--- src/core/twm_pkg.sv ---
package twm_pkg;

	// ----------------------------------------------------------------
	// Clock and timing
	// ----------------------------------------------------------------
	localparam int unsigned CLK_HZ          = 125_000_000;
	localparam int unsigned FIRST_CONV_MS   = 26;
	localparam int unsigned FIRST_MIN_MS    = 20;
	localparam int unsigned FIRST_MAX_MS    = 35;
	localparam int unsigned PERIOD_MIN_US   = 985_000;
	localparam int unsigned PERIOD_MAX_US   = 1_000_000;
	// Cycles per millisecond; 125 MHz divides evenly.
	localparam int unsigned CYC_PER_MS      = CLK_HZ / 1000;
	localparam int unsigned FIRST_CONV_CYC  = FIRST_CONV_MS * CYC_PER_MS;
	// Period sits in the middle of the allowed band, rounded down.
	localparam int unsigned PERIOD_CYC      = ((PERIOD_MIN_US + PERIOD_MAX_US) / 2)
		* (CLK_HZ / 1_000_000);

	// ----------------------------------------------------------------
	// Temperature code: signed, whole degrees
	// ----------------------------------------------------------------
	localparam int unsigned TEMP_W = 9;

	// ----------------------------------------------------------------
	// Trip windows per product variant
	// ----------------------------------------------------------------
	typedef enum logic [1:0] {
		TWM_VAR_A,
		TWM_VAR_B,
		TWM_VAR_C
	} twm_variant_t;

	localparam logic signed [8:0] VAR_A_LOW  = 9'sd0;
	localparam logic signed [8:0] VAR_A_HIGH = 9'sd60;
	localparam logic signed [8:0] VAR_B_LOW  = 9'sd0;
	localparam logic signed [8:0] VAR_B_HIGH = 9'sd55;
	localparam logic signed [8:0] VAR_C_LOW  = -9'sd20;
	localparam logic signed [8:0] VAR_C_HIGH = 9'sd60;

	// ----------------------------------------------------------------
	// Hysteresis amounts by strap code {hi, lo}
	// ----------------------------------------------------------------
	localparam logic signed [8:0] HYST_00 = 9'sd1;
	localparam logic signed [8:0] HYST_01 = 9'sd2;
	localparam logic signed [8:0] HYST_10 = 9'sd5;
	localparam logic signed [8:0] HYST_11 = 9'sd10;

endpackage : twm_pkg

--- src/core/twm_monitor.sv ---
// What this block does
// - The two hysteresis straps select 1, 2, 5 or 10 degrees of hysteresis.
// - The alarm goes high when a conversion lies outside the low or high trip point.
// - A raised alarm clears only once the reading is inside the window by the hysteresis.
// - The trip window is a constant pair chosen by the product variant parameter.
// - A high force input drives the alarm high three clock cycles later, regardless of temperature.
// - A low force input leaves the alarm to the temperature comparison alone.
// - The alarm is high from power-up until the first conversion finds the reading inside the window by the hysteresis.
// - The first conversion comes 20 to 35 ms after power good and never before it.
// - Later results come every 0.985 to 1 s, so while the force input is low the alarm changes at most once a period.
// - There is one mode only and the thresholds cannot be changed at run time.
`timescale 1ns/1ps

module twm_monitor #(
	parameter twm_pkg::twm_variant_t VARIANT    = twm_pkg::TWM_VAR_A,
	parameter int unsigned           FIRST_CYC  = twm_pkg::FIRST_CONV_CYC,
	parameter int unsigned           PERIOD_CYC = twm_pkg::PERIOD_CYC
) (
	// Clock and reset
	input  wire logic                             i_clk,
	input  wire logic                             i_rst_n,
	// Supply monitor and sensor
	input  wire logic                             i_power_good,
	input  wire logic signed [twm_pkg::TEMP_W-1:0] i_temp_code,
	// Straps and test pin
	input  wire logic                             i_hyst_strap_lo,
	input  wire logic                             i_hyst_strap_hi,
	input  wire logic                             i_force_alarm_high,
	// Outputs
	output logic                                  o_alarm,
	output logic                                  o_conv_done
);

	// ----------------------------------------------------------------
	// Functions
	// ----------------------------------------------------------------
	function automatic logic signed [8:0] hyst_of(input logic hi, input logic lo);
		unique case ({hi, lo})
			2'b00:   hyst_of = twm_pkg::HYST_00;
			2'b01:   hyst_of = twm_pkg::HYST_01;
			2'b10:   hyst_of = twm_pkg::HYST_10;
			default: hyst_of = twm_pkg::HYST_11;
		endcase
	endfunction : hyst_of

	// ----------------------------------------------------------------
	// Fixed trip window
	// ----------------------------------------------------------------
	// Thresholds are elaboration constants, so nothing at run time can move them.
	localparam logic signed [8:0] TRIP_LOW  = (VARIANT == twm_pkg::TWM_VAR_C) ?
		twm_pkg::VAR_C_LOW : (VARIANT == twm_pkg::TWM_VAR_B) ?
		twm_pkg::VAR_B_LOW : twm_pkg::VAR_A_LOW;
	localparam logic signed [8:0] TRIP_HIGH = (VARIANT == twm_pkg::TWM_VAR_C) ?
		twm_pkg::VAR_C_HIGH : (VARIANT == twm_pkg::TWM_VAR_B) ?
		twm_pkg::VAR_B_HIGH : twm_pkg::VAR_A_HIGH;

	// ----------------------------------------------------------------
	// Input synchronisers
	// ----------------------------------------------------------------
	logic [3:0] meta_q;
	logic [3:0] sync_q;

	always_ff @(posedge i_clk) begin
		if (!i_rst_n) begin
			meta_q <= 4'h0;
			sync_q <= 4'h0;
		end else begin
			meta_q <= {i_power_good, i_force_alarm_high, i_hyst_strap_hi, i_hyst_strap_lo};
			sync_q <= meta_q;
		end
	end

	logic pg_s;
	logic force_s;
	logic strap_hi_s;
	logic strap_lo_s;
	assign pg_s       = sync_q[3];
	assign force_s    = sync_q[2];
	assign strap_hi_s = sync_q[1];
	assign strap_lo_s = sync_q[0];

	// ----------------------------------------------------------------
	// Conversion timebase
	// ----------------------------------------------------------------
	// The timebase is held cleared until power is good.
	logic conv_done;

	twm_timebase #(
		.FIRST_CYC  (FIRST_CYC),
		.PERIOD_CYC (PERIOD_CYC)
	) u_timebase (
		.i_clk       (i_clk),
		.i_rst_n     (i_rst_n),
		.i_run       (pg_s),
		.o_conv_done (conv_done)
	);

	// ----------------------------------------------------------------
	// Sample the temperature code
	// ----------------------------------------------------------------
	// The sensor code is treated as produced by the same clock, so it is not synchronised.
	logic signed [8:0] hyst;
	logic signed [9:0] low_clear;
	logic signed [9:0] high_clear;
	logic              outside;
	logic              inside_hyst;

	always_comb begin
		hyst        = hyst_of(strap_hi_s, strap_lo_s);
		low_clear   = 10'(TRIP_LOW) + 10'(hyst);
		high_clear  = 10'(TRIP_HIGH) - 10'(hyst);
		outside     = (i_temp_code < TRIP_LOW) || (i_temp_code > TRIP_HIGH);
		inside_hyst = (10'(i_temp_code) >= low_clear) && (10'(i_temp_code) <= high_clear);
	end

	// ----------------------------------------------------------------
	// Alarm state
	// ----------------------------------------------------------------
	logic temp_alarm_q;
	logic temp_alarm_d;
	logic alarm_d;

	always_comb begin
		temp_alarm_d = temp_alarm_q;
		if (conv_done) begin
			if (outside) begin
				temp_alarm_d = 1'b1;
			end else if (inside_hyst) begin
				temp_alarm_d = 1'b0;
			end
		end
		alarm_d = temp_alarm_d | force_s;
	end

	always_ff @(posedge i_clk) begin
		if (!i_rst_n) begin
			temp_alarm_q <= 1'b1;
			o_alarm      <= 1'b1;
			o_conv_done  <= 1'b0;
		end else begin
			temp_alarm_q <= temp_alarm_d;
			o_alarm      <= alarm_d;
			o_conv_done  <= conv_done;
		end
	end

endmodule : twm_monitor

--- src/core/twm_timebase.sv ---
`timescale 1ns/1ps

// Conversion timebase: one strobe after the first conversion time, then one per period.
module twm_timebase #(
	parameter int unsigned FIRST_CYC  = twm_pkg::FIRST_CONV_CYC,
	parameter int unsigned PERIOD_CYC = twm_pkg::PERIOD_CYC
) (
	// Clock and reset
	input  wire logic i_clk,
	input  wire logic i_rst_n,
	// Control
	input  wire logic i_run,
	// Strobe
	output logic      o_conv_done
);

	logic [27:0] cnt_q;
	logic [27:0] cnt_d;
	logic        first_q;
	logic        first_d;
	logic        done_d;

	always_comb begin
		cnt_d   = cnt_q;
		first_d = first_q;
		done_d  = 1'b0;
		if (!i_run) begin
			cnt_d   = '0;
			first_d = 1'b1;
		end else if (cnt_q == 28'(first_q ? FIRST_CYC - 1 : PERIOD_CYC - 1)) begin
			cnt_d   = '0;
			first_d = 1'b0;
			done_d  = 1'b1;
		end else begin
			cnt_d = cnt_q + 28'h0000001;
		end
	end

	always_ff @(posedge i_clk) begin
		if (!i_rst_n) begin
			cnt_q       <= '0;
			first_q     <= 1'b1;
			o_conv_done <= 1'b0;
		end else begin
			cnt_q       <= cnt_d;
			first_q     <= first_d;
			o_conv_done <= done_d;
		end
	end

endmodule : twm_timebase

--- config.mk ---
export PLATFORM = sky130hd
export DESIGN_NAME = twm_monitor
export DESIGN_NICKNAME = d
export VERILOG_FILES = /design/src/core/twm_pkg.sv /design/src/core/twm_monitor.sv /design/src/core/twm_timebase.sv
export SDC_FILE = /design/constraint.sdc
export NUM_CORES = 1
export LEC_CHECK = 0
export BUFFER_PORTS_ARGS = -buffer_cell sky130_fd_sc_hd__buf_2
export CORE_MARGIN = 3
export CORE_UTILIZATION = 45
export DETAILED_ROUTE_END_ITERATION = 7
export SYNTH_ARGS = -nofsm -noshare
export SYNTH_HDL_FRONTEND = slang
export SYNTH_SLANG_ARGS = --single-unit
--- constraint.sdc ---
create_clock -name i_clk -period 4.95 [get_ports i_clk]
set_input_delay 0 -clock i_clk [delete_from_list [all_inputs] [get_ports i_clk]]
set_output_delay 0 -clock i_clk [all_outputs]
set_load 0.05 [all_outputs]
==> results_dict.tcl <==
set metrics [dict create \
    htreeDepth 2 \
    ir_drop_mv 0.172 \
    numCtsBuffers 5 \
    area_growth_pct 12.1 \
    max_freq_mhz 502 \
    mostFrequentLayoutCells "dfxtp_1 (41), nor2_1 (34), xor2_1 (20)" \
    tns_ns 0 \
    core-area_um2 4120 \
    max_slew.worst_pin.slew_ns 0.504 \
    p_int_mw 0.446 \
    syn_nets 236 \
    slew_viol_final 0 \
    worst_r2r_endpoint "o_alarm$_SDFF_PN1_" \
    status "complete, no violations" \
    path_buf_inv 2 \
    vias 1558 \
    drt_iter0_markers 75 \
    grt_overflow 0 \
    crit_path_end_kind "register" \
    io_buffers 16 \
    synthCells 212 \
    clock_skew_ns 0.00685 \
    hpwlAfterDp_um 2940 \
    layout_commonest_cell "dfxtp_1" \
    synth_cell_types 38 \
    routed.top_layer "met4" \
    rr_worst_depth 9 \
    yosysSeqAreaShare 0.417 \
    avgRoutedWirePerCell_um 13.8 \
    p_leak_nw 0.809 \
    cts_resized 0 \
    grt_pass1_vias 1496 \
    grt_pass1_wl_um 6930 \
    drc 0 \
    grt_max_degree 22 \
    root_buffer "clkbuf_8" \
    finalNonFillerCells 286 \
    finalNetCount 259 \
    hold_viol 0 \
    drive_gt1_frac 0.123 \
    startpoint_type "register" \
    rrSetupSlack_ns 2.96 \
    worstSkewPairLatency_ns 0.29 \
    fp.dieH_um 72.1 \
    slew_headroom 0.663 \
    row_count 23 \
    hold_end "temp_alarm_q$_SDFF_PN1_" \
    cap_violations 0 \
    worstPathRequired_ns 5.11 \
    m1WireLength_um 1930 \
    cts_tree "yes" \
    arrival_ns 2.16 \
    place_congestion 0.938 \
    start_util 0.478 \
    vias_per_cell 5.45 \
    power_switching_mw 0.123 \
    wl_met2_um 1810 \
    cpPeakStageDelay_ns 0.33 \
    rsz0062_at_grt "false" \
    crit_chain "inv_1 -> nand2_1 -> inv_1 -> ha_1 -> ha_1 -> a211oi_1 -> a21oi_1 -> o21ai_0 -> nand4b_1" \
    antenna_found_initial 0 \
    hp-class "in -> reg" \
    syn_avg_cell_area_um2 9.28 \
    yosys_warnings 0 \
    fin_crit_ns 1.99 \
    grtUsageTotal 0.171 \
    hold_depth 5 \
    swShare 0.217 \
    cp_max_fo 4 \
    dp_cells 273 \
    wl_um 3960 \
    pwr_density_cell_nw_per_um2 258 \
    path_delay_family "compound AO/OA/AOI/OAI gates" \
    critPathKind "reg -> reg" \
    n_antenna_cell 0 \
    cts_setup_buffers 0 \
    post-route-period-util 0.403 \
    regToRegStartpoint "sync_q[0]$_SDFF_PN0_" \
    dieArea_um2 5200 \
    dr.pass1.iters 4 \
    hp-start "i_temp_code[6]" \
    cpMaxStageDelayCell "dfxtp_1" \
    syn_area_um2 1970 \
    power_frac_comb 0.052 \
    ioPinCount 17 \
    antenna_left 0 \
    clkTransAtPathRegs_ns 0.07 \
    finalSetupViolCount 0 \
    p_clk_frac 0.361 \
    cts_buffer_depth 2 \
    cts_sinks 41 \
    die_w_um 72.1 \
    p_seq_frac 0.587 \
    met3WireLength_um 129 \
    ys_seq_elements 41 \
]
## cell families after synthesis
kind of cell	after synthesis	share of synthesized area
other	1	0.00191
and+or+nand+nor	114	0.334
buffers and inverters	10	0.0280
DFF	41	0.417
xor gates and xnor gates	26	0.116
AOI/OAI and AO/OA	11	0.0458
adders and majority gates	9	0.0572
## synthesized netlist by cell type, drive strengths merged
master   n  area [µm²]
nand3   15        75.1
xnor2    6        52.6
nor4bb   2        20.0
buf      3        27.5
and2    10        62.6
conb     1        3.75
a21oi    1        5.00
a22oi    1        7.51
nor4b    5        50.0
nand4b   2        17.5
ha       9         113
a211oi   1        7.51
and3     2        12.5
o211ai   2        15.0
o21ai    2        10.0
nor4     5        67.6
nand2b   1        6.26
o41ai    1        8.76
a211o    1        8.76
and4     4        35.0
nor2    34         128
nand2   17        63.8
nand4   13        96.3
xor2    20         175
clkbuf   2        8.75
nor3b    1        7.51
nor2b    1        6.26
dfxtp   41         821
o31a     1        8.76
inv      5        18.8
nor3     2        10.0
o21bai   1        18.8
## worst max path at each step
| stage | startpoint | to | slack, ns | cells past startpoint |
|---|---|---|---|---|
| finish | sync_q[0]$_SDFF_PN0_ | o_alarm$_SDFF_PN1_ | 2.96 | 9 |
| global route | sync_q[0]$_SDFF_PN0_ | o_alarm$_SDFF_PN1_ | 2.75 | 9 |
| CTS | sync_q[0]$_SDFF_PN0_ | o_alarm$_SDFF_PN1_ | 2.96 | 9 |
| detailed placement | sync_q[0]$_SDFF_PN0_ | o_alarm$_SDFF_PN1_ | 2.98 | 9 |
| global placement | sync_q[0]$_SDFF_PN0_ | o_alarm$_SDFF_PN1_ | 3.09 | 9 |
| floorplan | sync_q[0]$_SDFF_PN0_ | o_alarm$_SDFF_PN1_ | 3.17 | 9 |
## state kept, by name, indices dropped and copies added (netlist names)
signal,flops
o_conv_done,1
u_timebase.o_conv_done,1
meta_q,4
temp_alarm_q,1
sync_q,4
o_alarm,1
u_timebase.first_q,1
u_timebase.cnt_q,28
## layout make-up
cell class              count  area, µm²
fillers                   372       1910
multi-input cells         161       1090
flip-flops and latches     41        821
repair buffers             21        130
clock buffers               6       72.6
well taps                  50       62.6
inverters                   5       18.8
clock inverters             2       10.0
## per-layer routing
layer	vias up	GRT usage
li1	792	-
met5	-	0
met1	726	0.227
met4	0	0.0689
met2	30	0.266
met3	10	0.0416
## worst min-delay path, cell delays in order
cell	delay (ns)
buf_2	0.07
nor3_1	0.04
nand2_1	0.05
o21ai_0	0.10
nand3_1	0.09
## timing repair
item,4_1_cts,5_1_grt
hold buffers,5,0
hold endpoints to repair,7,0
setup endpoints to repair,0,0
## metrics by stage
| step | hold slack, ns | area (µm²) | util | total power [mW] | setup slack (ns) |
|---|---|---|---|---|---|
| finish | 0.106 | 2210 | 0.536 | 0.569 | 2.96 |
| global route | 0.149 | 2210 | 0.536 | 0.599 | 2.75 |
| CTS | 0.0896 | 2210 | 0.536 | 0.579 | 2.96 |
| detailed placement | 0.209 | 2070 | 0.504 | 0.368 | 2.98 |
| global placement | 0.210 | 2070 | 0.504 | 0.366 | 3.09 |
| floorplan | 0.122 | 1970 | - | 0.358 | 3.17 |
## power groups by stage
stage                     Sequential, mW  Combinational (mW)  Clock, mW
after CTS                          0.334              0.0295      0.216
after detailed placement           0.342              0.0263          0
after floorplan                    0.341              0.0162          0
after global routing               0.334              0.0343      0.230
final                              0.334              0.0298      0.205
after global placement             0.342              0.0244          0
Power figures use the tool's default switching activity.
